==> config.mk <==
export PLATFORM = sky130hd
export DESIGN_NAME = apls_sequencer
export DESIGN_NICKNAME = d
export VERILOG_FILES = /design/src/logic/apls_pkg.sv /design/src/logic/apls_sequencer.sv
export SDC_FILE = /design/constraint.sdc
export NUM_CORES = 1
export LEC_CHECK = 0
export BUFFER_PORTS_ARGS = -buffer_cell sky130_fd_sc_hd__buf_2
export CAP_MARGIN = 20
export CELL_PAD_IN_SITES_DETAIL_PLACEMENT = 1
export CELL_PAD_IN_SITES_GLOBAL_PLACEMENT = 1
export CORE_MARGIN = 10
export CORE_UTILIZATION = 41
export CTS_CLUSTER_SIZE = 12
export DETAILED_ROUTE_END_ITERATION = 7
export PLACE_DENSITY_LB_ADDON = 0.25
export RECOVER_POWER = 50
export SLEW_MARGIN = 20
export SYNTH_ARGS = -nofsm -noshare
export SYNTH_HDL_FRONTEND = slang
export SYNTH_SLANG_ARGS = --single-unit
==> constraint.sdc <==
create_clock -name clk_in -period 9.5 [get_ports clk_in]
set_input_delay 1.425 -clock clk_in [delete_from_list [all_inputs] [get_ports clk_in]]
set_output_delay 1.425 -clock clk_in [all_outputs]
set_load 0.02 [all_outputs]
==> src/logic/apls_pkg.sv <==
// package for the active pass-through local bus sequencer
// assumes a single 10 MHz clock domain shared with the target core
package apls_pkg;

	localparam int APLS_CLK_MHZ = 10;
	localparam logic [1:0] APLS_REG_CTRL = 2'h0;
	localparam logic [1:0] APLS_REG_STATUS = 2'h1;
	localparam logic [31:0] APLS_CTRL_RESET = 32'h0000_0000;
	localparam int APLS_FIELD_W = 8;
	localparam int APLS_WS_LSB = 0;
	localparam int APLS_WS_W = 3;
	localparam int APLS_WIDTH_LSB = 4;
	localparam int APLS_ENDIAN_BIT = 6;
	localparam int APLS_ADDR_EN_BIT = 7;
	localparam logic [3:0] APLS_BE_NONE = 4'hF;

	typedef enum logic [1:0] {
		APLS_BUS32,
		APLS_BUS16,
		APLS_BUS8,
		APLS_BUSRSV
	} apls_width_e;

	typedef struct packed {
		logic [31:0] addr;
		logic [31:0] data;
		logic [3:0] be_n;
		logic [1:0] region;
		logic write;
		logic last;
	} apls_req_s;

	typedef struct packed {
		logic addr_en;
		logic big_endian;
		apls_width_e width;
		logic [2:0] wait_states;
	} apls_region_s;

endpackage : apls_pkg

==> src/logic/apls_sequencer.sv <==
// active mode pass-through local bus sequencer
// assumes the target core holds req until req_ready and add-on logic shares clk_in
//
// Our own choices: the address-and-strobe port and the register addresses.
`timescale 1ns/100ps
module apls_sequencer import apls_pkg::*; (
	input wire logic clk_in,
	input wire logic rst_in,
	input wire logic clk_en_in,
	input wire logic [1:0] reg_addr_in,
	input wire logic [31:0] reg_wdata_in,
	input wire logic reg_write_in,
	input wire logic reg_read_in,
	output logic [31:0] reg_rdata_out,
	input wire logic req_valid_in,
	input wire apls_req_s req_in,
	output logic req_ready_out,
	output logic [31:0] rd_data_out,
	output logic rd_valid_out,
	input wire logic interface_mode_strap_in,
	input wire logic addon_wait_request_n_in,
	input wire logic [31:0] dq_in,
	output logic [31:0] dq_out,
	output logic dq_oe_out,
	output logic transfer_attention_n_out,
	output logic address_cycle_strobe_n_out,
	output logic transfer_strobe_n_out,
	output logic burst_flag_n_out,
	output logic [3:0] region_byte_enables_n_out,
	output logic [1:0] region_number_out,
	output logic write_direction_out
);

	typedef enum logic [2:0] {
		S_IDLE,
		S_ATTN,
		S_ADDR,
		S_DATA,
		S_STROBE,
		S_DONE
	} apls_state_e;

	apls_state_e state_q;
	logic [31:0] ctrl_q;
	apls_req_s cur_q;
	logic [2:0] wcnt_q;
	logic [1:0] part_q;
	logic active;
	logic wait_ok;
	apls_region_s reg_sel;
	logic [1:0] parts_last;
	logic [31:0] lane_data;
	// next-strobe selection: in the strobe state it looks one part ahead, or to the next item after the last part
	logic in_strobe;
	logic adv_part;
	logic more;
	logic decide;
	logic [2:0] wcnt_now;
	logic [1:0] sel_part;
	logic [31:0] sel_data;
	logic sel_last;
	logic strobe_go;
	logic final_strobe;

	function automatic apls_region_s region_field(input logic [31:0] c, input logic [1:0] r);
		logic [7:0] f;
		f = c[r*APLS_FIELD_W +: APLS_FIELD_W];
		region_field.addr_en = f[APLS_ADDR_EN_BIT];
		region_field.big_endian = f[APLS_ENDIAN_BIT];
		region_field.width = apls_width_e'(f[APLS_WIDTH_LSB +: 2]);
		region_field.wait_states = f[APLS_WS_LSB +: APLS_WS_W];
	endfunction : region_field

	// byte steering for one part of the word
	function automatic logic [31:0] steer(input logic [31:0] d, input apls_region_s rf,
			input logic [1:0] p);
		logic [7:0] b0;
		logic [7:0] b1;
		steer = d;
		b0 = d[{p, 3'h0} +: 8];
		b1 = d[{p[0], 4'h0} +: 8];
		unique case (rf.width)
			APLS_BUS16: begin
				if (rf.big_endian) begin
					steer = {16'h0000, d[{p[0], 4'h0} +: 8], d[{p[0], 4'h8} +: 8]};
				end else begin
					steer = {16'h0000, d[{p[0], 4'h8} +: 8], b1};
				end
			end
			APLS_BUS8: steer = {24'h000000, b0};
			default: begin
				if (rf.big_endian) begin
					steer = {d[7:0], d[15:8], d[23:16], d[31:24]};
				end
			end
		endcase
	endfunction : steer

	assign active = ~interface_mode_strap_in;
	assign wait_ok = addon_wait_request_n_in;
	assign reg_sel = region_field(ctrl_q, cur_q.region);
	assign parts_last = (reg_sel.width == APLS_BUS16) ? 2'h1 :
		(reg_sel.width == APLS_BUS8) ? 2'h3 : 2'h0;
	assign lane_data = steer(sel_data, reg_sel, sel_part);
	assign req_ready_out = (state_q == S_IDLE) && active;

	////////////////////////////////////////////////////////////////////////
	// register port

	always_ff @(posedge clk_in or posedge rst_in) begin
		if (rst_in) begin
			ctrl_q <= APLS_CTRL_RESET;
		end else if (clk_en_in && reg_write_in && reg_addr_in == APLS_REG_CTRL) begin
			ctrl_q <= reg_wdata_in;
		end
	end

	always_ff @(posedge clk_in or posedge rst_in) begin
		if (rst_in) begin
			reg_rdata_out <= 32'h0000_0000;
		end else if (clk_en_in) begin
			if (reg_read_in && reg_addr_in == APLS_REG_CTRL) begin
				reg_rdata_out <= ctrl_q;
			end else if (reg_read_in && reg_addr_in == APLS_REG_STATUS) begin
				reg_rdata_out <= {24'h000000, 2'h0, part_q, 1'b0, 3'(state_q)};
			end else begin
				reg_rdata_out <= 32'h0000_0000;
			end
		end
	end

	////////////////////////////////////////////////////////////////////////
	// sequencer

	always_ff @(posedge clk_in or posedge rst_in) begin
		if (rst_in) begin
			state_q <= S_IDLE;
			cur_q <= '0;
			wcnt_q <= 3'h0;
			part_q <= 2'h0;
		end else if (clk_en_in) begin
			unique case (state_q)
				S_IDLE: begin
					if (req_valid_in && active) begin
						cur_q <= req_in;
						part_q <= 2'h0;
						state_q <= S_ATTN;
					end
				end
				S_ATTN: begin
					wcnt_q <= 3'h0;
					if (wait_ok) begin
						if (reg_sel.addr_en) begin
							state_q <= S_ADDR;
						end else if (strobe_go) begin
							state_q <= S_STROBE;
						end else begin
							// the next cycle is the first programmed wait
							wcnt_q <= 3'h1;
							state_q <= S_DATA;
						end
					end
				end
				S_ADDR: begin
					state_q <= S_DATA;
					if (!cur_q.write) begin
						// read turnaround is the first wait state when any are programmed
						wcnt_q <= (reg_sel.wait_states != 3'h0) ? 3'h1 : 3'h0;
					end else if (strobe_go) begin
						state_q <= S_STROBE;
					end else if (wait_ok) begin
						wcnt_q <= 3'h1;
					end
				end
				S_DATA: begin
					if (wait_ok) begin
						if (strobe_go) begin
							state_q <= S_STROBE;
						end else begin
							wcnt_q <= wcnt_q + 3'h1;
						end
					end
				end
				S_STROBE: begin
					wcnt_q <= 3'h0;
					if (more) begin
						part_q <= sel_part;
						if (!adv_part) begin
							cur_q <= req_in;
						end
						if (strobe_go) begin
							// zero waits: strobes follow back to back
							state_q <= S_STROBE;
						end else begin
							if (wait_ok) begin
								wcnt_q <= 3'h1;
							end
							state_q <= S_DATA;
						end
					end else begin
						state_q <= S_DONE;
					end
				end
				S_DONE: state_q <= S_IDLE;
				default: state_q <= S_IDLE;
			endcase
		end
	end

	////////////////////////////////////////////////////////////////////////
	// pin drivers

	// every edge that chooses between a strobe and a wait for the next cycle
	assign in_strobe = (state_q == S_STROBE);
	assign adv_part = (part_q != parts_last);
	assign more = adv_part || (!cur_q.last && req_valid_in);
	assign decide = wait_ok && ((state_q == S_ATTN && !reg_sel.addr_en) ||
		(state_q == S_ADDR && cur_q.write) || state_q == S_DATA || (in_strobe && more));
	assign wcnt_now = (state_q == S_DATA) ? wcnt_q : 3'h0;
	assign strobe_go = decide && (wcnt_now >= reg_sel.wait_states);
	assign sel_part = !in_strobe ? part_q : (adv_part ? part_q + 2'h1 : 2'h0);
	assign sel_data = (in_strobe && !adv_part) ? req_in.data : cur_q.data;
	assign sel_last = (in_strobe && !adv_part) ? req_in.last : cur_q.last;
	assign final_strobe = (sel_part == parts_last) && sel_last;

	always_ff @(posedge clk_in or posedge rst_in) begin
		if (rst_in) begin
			transfer_attention_n_out <= 1'b1;
			address_cycle_strobe_n_out <= 1'b1;
			transfer_strobe_n_out <= 1'b1;
			burst_flag_n_out <= 1'b1;
			dq_oe_out <= 1'b0;
			dq_out <= 32'h0000_0000;
			region_byte_enables_n_out <= APLS_BE_NONE;
			region_number_out <= 2'h0;
			write_direction_out <= 1'b0;
		end else if (clk_en_in) begin
			address_cycle_strobe_n_out <= 1'b1;
			transfer_strobe_n_out <= 1'b1;
			dq_oe_out <= 1'b0;
			if (state_q == S_IDLE && req_valid_in && active) begin
				transfer_attention_n_out <= 1'b0;
				burst_flag_n_out <= req_in.last;
				region_byte_enables_n_out <= req_in.be_n;
				region_number_out <= req_in.region;
				write_direction_out <= req_in.write;
			end
			if (state_q == S_ATTN && wait_ok && reg_sel.addr_en) begin
				address_cycle_strobe_n_out <= 1'b0;
				dq_out <= cur_q.addr;
				dq_oe_out <= 1'b1;
			end
			if (strobe_go) begin
				transfer_strobe_n_out <= 1'b0;
				dq_out <= lane_data;
				dq_oe_out <= cur_q.write;
				if (final_strobe) begin
					transfer_attention_n_out <= 1'b1;
				end
			end
			if (state_q == S_STROBE && part_q == parts_last && !cur_q.last && req_valid_in) begin
				region_byte_enables_n_out <= req_in.be_n;
				burst_flag_n_out <= req_in.last;
			end
			if (state_q == S_DONE || (in_strobe && !more)) begin
				region_byte_enables_n_out <= APLS_BE_NONE;
				transfer_attention_n_out <= 1'b1;
				burst_flag_n_out <= 1'b1;
			end
		end
	end

	always_ff @(posedge clk_in or posedge rst_in) begin
		if (rst_in) begin
			rd_data_out <= 32'h0000_0000;
			rd_valid_out <= 1'b0;
		end else if (clk_en_in) begin
			rd_valid_out <= 1'b0;
			if (state_q == S_STROBE && !cur_q.write) begin
				rd_data_out <= dq_in;
				rd_valid_out <= 1'b1;
			end
		end
	end

	////////////////////////////////////////////////////////////////////////
	// checks

	property p_addr_one_clock;
		@(posedge clk_in) disable iff (rst_in)
		clk_en_in && !address_cycle_strobe_n_out |=> address_cycle_strobe_n_out;
	endproperty
	a_addr_one_clock: assert property (p_addr_one_clock) else $error("addr strobe too long");

	property p_wait_release;
		@(posedge clk_in) disable iff (rst_in)
		clk_en_in && !addon_wait_request_n_in |=> !dq_oe_out && transfer_strobe_n_out;
	endproperty
	a_wait_release: assert property (p_wait_release) else $error("bus driven after wait");

	property p_no_strobe_idle;
		@(posedge clk_in) disable iff (rst_in)
		clk_en_in && state_q == S_IDLE |=> address_cycle_strobe_n_out;
	endproperty
	a_no_strobe_idle: assert property (p_no_strobe_idle) else $error("strobe from idle");

	property p_be_after_end;
		@(posedge clk_in) disable iff (rst_in)
		clk_en_in && state_q == S_DONE |=> region_byte_enables_n_out == APLS_BE_NONE;
	endproperty
	a_be_after_end: assert property (p_be_after_end) else $error("enables not released");

	property p_passive_hold;
		@(posedge clk_in) disable iff (rst_in)
		clk_en_in && interface_mode_strap_in && state_q == S_IDLE |=>
			state_q == S_IDLE && transfer_attention_n_out;
	endproperty
	a_passive_hold: assert property (p_passive_hold) else $error("access in passive mode");

	property p_wait_pause;
		@(posedge clk_in) disable iff (rst_in)
		clk_en_in && state_q == S_DATA && !addon_wait_request_n_in |=>
			state_q == S_DATA && wcnt_q == $past(wcnt_q);
	endproperty
	a_wait_pause: assert property (p_wait_pause) else $error("wait counter ran");

	property p_programmed_wait;
		@(posedge clk_in) disable iff (rst_in)
		clk_en_in && state_q == S_DATA && wcnt_q < reg_sel.wait_states |=>
			transfer_strobe_n_out;
	endproperty
	a_programmed_wait: assert property (p_programmed_wait) else $error("strobe too early");

	property p_turnaround;
		@(posedge clk_in) disable iff (rst_in)
		clk_en_in && state_q == S_ADDR && !cur_q.write |=> transfer_strobe_n_out && !dq_oe_out;
	endproperty
	a_turnaround: assert property (p_turnaround) else $error("no read turnaround");

	property p_no_addr_off;
		@(posedge clk_in) disable iff (rst_in)
		clk_en_in && state_q == S_ATTN && !reg_sel.addr_en |=> address_cycle_strobe_n_out;
	endproperty
	a_no_addr_off: assert property (p_no_addr_off) else $error("addr strobe while off");

	property p_attn_start;
		@(posedge clk_in) disable iff (rst_in)
		clk_en_in && state_q == S_IDLE && req_valid_in && active |=>
			!transfer_attention_n_out && region_number_out == $past(req_in.region);
	endproperty
	a_attn_start: assert property (p_attn_start) else $error("access start pins wrong");

endmodule : apls_sequencer

==> flow_summary.ini, run 1 <==
[die]
die_y_um = 188
dieWidth_um = 188
start_util = 0.415
ios = 256
placement_rows = 61
core_mm2 = 0.0278
fp.dieArea_mm2 = 0.0352

[sta]
timing.final.crit_share = 0.600
report.final.slew_viol_count = 166
period_needed_ps = 5700
setup_viol = 0
skew_ps = 17.2
rsz0062_at_grt = no
fmax_mhz = 176
fin_tns_setup_ps = 0
relSlewSlack = -1.78
hold_ws_ps = 474
tightest_slew_ps = 4150
hold_viol_final = 0

[routing]
drc_errors = 0
ant_nets = 0
dr_wl_met2_um = 20100
vias = 10800
wl_met3_um = 3860
wl_met1_um = 18100
via_per_inst = 5.85
wire_per_inst_um = 23.4
top_layer = met5
wl_um = 43400
firstDrtPassIters = 5
drt_iter0_drc = 838

[clock_network]
cts_hold_buffers = 0
htree_levels = 1
cts_buffers = 26
post_cts_buffers = 0
cts_tree = built
clock_sink_count = 217
path_clk_slew_ps = 60
clk_latency_ps = 560
cts_buffer_depth = 3
cts.repair.resized = 0
clockRootBuffer = clkbuf_16

[power]
combPwrFrac = 0.451
switching_share = 0.461
p_int_mw = 2.62
p_clk_frac = 0.201
peakVddDrop_mv = 0.193
p_per_area_mw_per_mm2 = 353
p_sw_mw = 2.24
p_seq_frac = 0.348
p_leak_nw = 6.17

[logic_synthesis]
yosysSeqAreaShare = 0.472
synth_area_leader_cell = dfrtp_1
synth_fp_nets = 1394
synthArstFlopShare = 1.00
yosysMostFrequentCell = nand2_1
yosys_most_used_dff = dfrtp_1
synth_cell_types = 72
synthTopCellsByArea = dfrtp_1 45%, nand2_1 12%, mux2_2 6.6%
netlist_top_cells_count = 357 x nand2_1, 209 x dfrtp_1, 68 x mux2_2
ys_warn_count = 0
syn_area_mm2 = 0.0115
syn_avg_cell_area_um2 = 9.28
netlist_instances = 1242
synth_edf_count = 0
synth.top_cell.area_share = 0.454
ys_seq_elements = 217

[critical_path]
slowest_delay_ps = 1660
path_max_fanout = 47
cpMostUsedCell = clkbuf_1
crit_required_ps = 9940
crit_chain = buf_2 -> clkbuf_1 -> inv_1 -> clkbuf_1 -> o21ai_4 -> buf_4 -> o221ai_1 -> o22a_1
crit_path_end_kind = register
cp_num_buf_inv = 5
cp_top_family = buffers and inverters
cp_slowest_cell = clkbuf_1
crit_type = in2reg
cp.arrival_ps = 6130
startpoint_type = input port

[finish]
finalNetCount = 1602
drive_gt1_frac = 0.241
area_growth_syn_to_layout_pct = 19.3

[global_route]
grt.overflow.total = 0
grt_pass1_wl_um = 68300
grtUsageTotal = 0.239
grt_max_degree = 90
antenna_found_initial = 6
grt_pass1_vias = 11600

[run_status]
violations = capacitance limit, slew limit
outcome = complete, but fails checks

[run]
max_cap_violations = 3

[place]
dp_hpwl_um = 30200
portBuffers = 255
gp_congestion = 0.860

[worst_hold_path]
worstHoldPathType = reg2reg
-- cell families after synthesis --
| kind of cell | share of synthesized area |
|---|---|
| and+or+nand+nor | 0.204 |
| AOI/OAI and AO/OA | 0.172 |
| DFF | 0.472 |
| buffers and inverters | 0.0423 |
| muxes | 0.0992 |
| adders and majority gates | 0.00651 |
| xor gates and xnor gates | 0.00445 |
-- per-layer routing --
layer	up-vias	GRT usage
met4	8	0.0665
li1	4868	-
met2	435	0.383
met5	-	0
met1	5445	0.303
met3	79	0.0768
-- flip-flops by register name, summed over array words and instances, names as in the netlist --
| register | count |
|---|---|
| address_cycle_strobe_n_out | 1 |
| burst_flag_n_out | 1 |
| ctrl_q | 32 |
| cur_q | 68 |
| dq_oe_out | 1 |
| dq_out | 32 |
| part_q | 2 |
| rd_data_out | 32 |
| rd_valid_out | 1 |
| reg_rdata_out | 32 |
| region_byte_enables_n_out | 4 |
| region_number_out | 2 |
| state_q | 3 |
| transfer_attention_n_out | 1 |
| transfer_strobe_n_out | 1 |
| wcnt_q | 3 |
| write_direction_out | 1 |
-- tightest hold or removal path, delay by kind of cell, from the launching register on --
kind	cells	cell delay (ps)
flops	1	340
simple gates	2	100
-- layout by cell type, fill, tap and decap left out, types with 5 or more instances in the layout --
master     Yosys  layout
a31oi_1       28      28
o211ai_1       5       5
a41oi_1        6       6
nor2b_1        7       7
clkbuf_16      0      26
clkbuf_1      53      81
nand3_1       48      47
nand2b_1      12      12
or2_2          7       7
clkinv_2       0      10
o21a_1         5       5
a211oi_1      23      23
nand4_1       18      18
nor3_1         9       8
dfstp_2        8       8
mux4_2        15      15
and2_1         7       7
mux2_2        68      68
buf_4          3      17
o22a_1         9       9
ha_1           6       6
o221ai_1      45      45
o2bb2ai_1     27      27
nor2_1        47      47
dfrtp_1      209     209
a221oi_1       9       9
buf_2         24     182
a21oi_1       41      41
o21ai_0       42      42
and3_1        10       9
inv_1         14      13
nand2_1      357     357
o22ai_1       10      10
-- power groups by stage --
stage / registers [mW] / logic [mW] / clock network, mW
final: 1.69 / 2.19 / 0.975
after global routing: 1.75 / 2.40 / 1.03
after CTS: 1.68 / 2.22 / 0.995
after detailed placement: 1.69 / 2.20 / 0
after global placement: 1.67 / 2.14 / 0
after floorplan: 1.74 / 1.39 / 0
-- final timing paths --
path | start | to | slack, ps | cells after the start
setup reg to reg | cur_q[2] | dq_out[5] | 4680 | 10
hold reg to reg | cur_q[58] | cur_q[58] | 470 | 2
min in group asynchronous | rst_in | cur_q[42] | 2130 | 2
max in group asynchronous | rst_in | cur_q[20] | 5120 | 3
hold / removal | cur_q[58] | cur_q[58] | 470 | 2
setup / recovery | clk_en_in | dq_out[0] | 3800 | 8
-- stage by stage --
stage | std cells | total power, mW | util | setup WS (ps) | instance area (um2)
detailed placement | 1800 | 3.89 | 0.469 | 4780 | 13000
global route | 1848 | 5.18 | 0.495 | 3490 | 13700
floorplan | 1242 | 3.13 | - | 2150 | 11500
finish | 1851 | 4.86 | 0.495 | 3800 | 13800
CTS | 1847 | 4.90 | 0.499 | 4740 | 13900
global placement | 1800 | 3.81 | 0.469 | 4850 | 13000
-- area by class of cell --
class                      count  area (um2)
tap                          378         473
sequential                   217        5440
multi-input combinational    916        5620
antenna                        4        10.0
clock buffer                  34         711
timing repair buffer         275        1320
fill                        3312       14000
clock inverter                13         118
inverter                      14        53.8
No activity file was read; power rests on OpenSTA's default activity.
==> run 2: changes to the inputs <==
==> constraint.sdc (replaced) <==
create_clock -name clk_in -period 5.34 [get_ports clk_in]
set_input_delay 0.801 -clock clk_in [delete_from_list [all_inputs] [get_ports clk_in]]
set_output_delay 0.801 -clock clk_in [all_outputs]
set_load 0.02 [all_outputs]
==> run 2 against run 1 <==
The run still ends with capacitance limit, slew limit left. Via count increased by 0.51%. Register-to-register slack got worse by 3700 ps. Global-route usage up 0.21 points. Sequential share of layout area shrank 0.65 points. Critical path type is now reg2reg. Critical endpoint unchanged. Largest cell class unchanged. Largest power group unchanged.
==> flow_summary.ini, run 2 (same netlist as run 1, synthesis figures left out) <==
[routing]
vias = 10900
ant_nets = 0
via_per_inst = 5.88
wire_per_inst_um = 23.6
wl_um = 43700
drt_iter0_drc = 712
drc_errors = 0
firstDrtPassIters = 5

[sta]
hold_viol_final = 0
report.final.slew_viol_count = 254
rsz0062_at_grt = no
fin_tns_setup_ps = 0
period_needed_ps = 4340
setup_viol = 0
skew_ps = 8.81
timing.final.crit_share = 0.812
tightest_slew_ps = 4090
relSlewSlack = -1.73
fmax_mhz = 230

[run_status]
outcome = complete, but fails checks
violations = capacitance limit, slew limit

[global_route]
grt_pass1_vias = 11700
grt_max_degree = 179
grtUsageTotal = 0.241
grt.overflow.total = 0
met2_usage = 0.401
grt_pass1_wl_um = 68800
antenna_found_initial = 11
grt_use_met1 = 0.292
met3_usage = 0.0801
grt.busiest_layer = met2

[critical_path]
cpMostUsedCell = buf_4
startpoint_type = register
startpoint = cur_q[2]
cp.arrival_ps = 4770
crit_chain = mux4_2 -> inv_1 -> ha_1 -> xnor2_1 -> o31ai_2 -> a311o_1 -> buf_4 -> o21ai_4 -> buf_4 -> o221ai_1 -> o22a_1
r2r-start = cur_q[2]
crit_type = reg2reg
path_max_fanout = 30
cp_slowest_cell = dfrtp_1
crit_required_ps = 5770
slowest_delay_ps = 680
crit_path_end_kind = register

[die]
fp.dieArea_mm2 = 0.0352
die_y_um = 188
core_mm2 = 0.0278
ios = 256
dieWidth_um = 188
placement_rows = 61
start_util = 0.415

[place]
dp_hpwl_um = 30500
gp_congestion = 0.855
portBuffers = 255

[clock_network]
clk_latency_ps = 550
cts_tree = built
path_clk_slew_ps = 60
post_cts_buffers = 0
htree_levels = 1
cts_buffers = 26
cts_hold_buffers = 0
clockRootBuffer = clkbuf_16
clock_sink_count = 217
cts_buffer_depth = 3
cts.repair.resized = 0

[run]
max_cap_violations = 3

[finish]
drive_gt1_frac = 0.277
area_growth_syn_to_layout_pct = 21.3
largest_reg_flops = 68
mostFrequentLayoutCell = nand2_1
largest-register = cur_q
n_fill_cell = 3318
final_cell_mix = 357 x nand2_1, 231 x buf_2, 209 x dfrtp_1, 68 x mux2_2
finalNetCount = 1605
final_core_util = 0.503

[power]
p_per_area_mw_per_mm2 = 637
peakVddDrop_mv = 0.363
p_leak_nw = 6.40

[worst_hold_path]
worstHoldPathType = in2reg
hold_start = req_in[50]
-- run 2: cell types whose count changed in the layout (fill, tap and decap cells not counted) --
cell / previous run / this run
buf_12: 0 / 2
clkinv_2: 10 / 3
bufinv_16: 1 / 4
buf_2: 182 / 231
inv_6: 0 / 1
diode_2: 4 / 3
clkbuf_8: 3 / 7
clkbuf_1: 81 / 29
clkinvlp_4: 1 / 2
buf_8: 0 / 1
-- run 2: metal layers --
metal / vias to the layer above / routed length (um) / share of wire
met5: - / 91 / 0.0021
met4: 14 / 1260 / 0.029
met3: 79 / 3770 / 0.086
met2: 407 / 21000 / 0.48
met1: 5518 / 17700 / 0.40
li1: 4872 / - / -
-- run 2: area by class of cell --
type / instances / area, um2 / share of cell area
clock inverters: 11 / 189 / 0.0135
well taps: 378 / 473 / 0.0338
diodes: 3 / 7.51 / 0.000537
clock buffers: 35 / 754 / 0.0540
multi-input cells: 916 / 5620 / 0.402
flip-flops and latches: 217 / 5440 / 0.389
inverters: 14 / 53.8 / 0.00385
repair buffers: 278 / 1440 / 0.103
-- run 2: worst max-delay path, delay by kind of cell, from the launching register on --
| kind | cells | cell delay (ps) |
|---|---|---|
| multiplexers | 1 | 600 |
| adder cells (fa/ha/maj) | 1 | 260 |
| AO/OA/AOI/OAI | 5 | 1350 |
| buffers and inverters | 3 | 740 |
| XOR/XNOR | 1 | 560 |
| flip-flops | 1 | 680 |
-- run 2: path summary, 6_finish.rpt --
kind / end / slack (ps) / depth (start not counted)
worst max-delay path: dq_out[0] / 1000 / 11
worst min-delay path: cur_q[50] / 440 / 3
worst max register to register: dq_out[0] / 1000 / 11
worst min register to register: cur_q[60] / 480 / 2
max in group asynchronous: cur_q[8] / 1090 / 3
min in group asynchronous: cur_q[42] / 1070 / 3
-- run 2: where the power goes --
| part | leakage, nW | total [mW] | internal (mW) | switching, mW |
|---|---|---|---|---|
| Clock | 0.458 | 1.94 | 1.19 | 0.755 |
| Sequential | 2.70 | 2.99 | 2.31 | 0.686 |
| Combinational | 3.24 | 3.97 | 1.41 | 2.56 |
-- run 2: through the flow --
step           cell area [um2]  std cells  hold slack, ps  power (mW)  setup slack [ps]
2_1_floorplan            11500       1242             438        5.57              1720
3_3_place_gp             13100       1802             455        6.79              1240
3_5_place_dp             13100       1802             466        6.96              1080
4_1_cts                  14000       1848             424        8.95               993
5_1_grt                  14000       1851             432        9.49               366
6_report                 14000       1852             440        8.90              1000
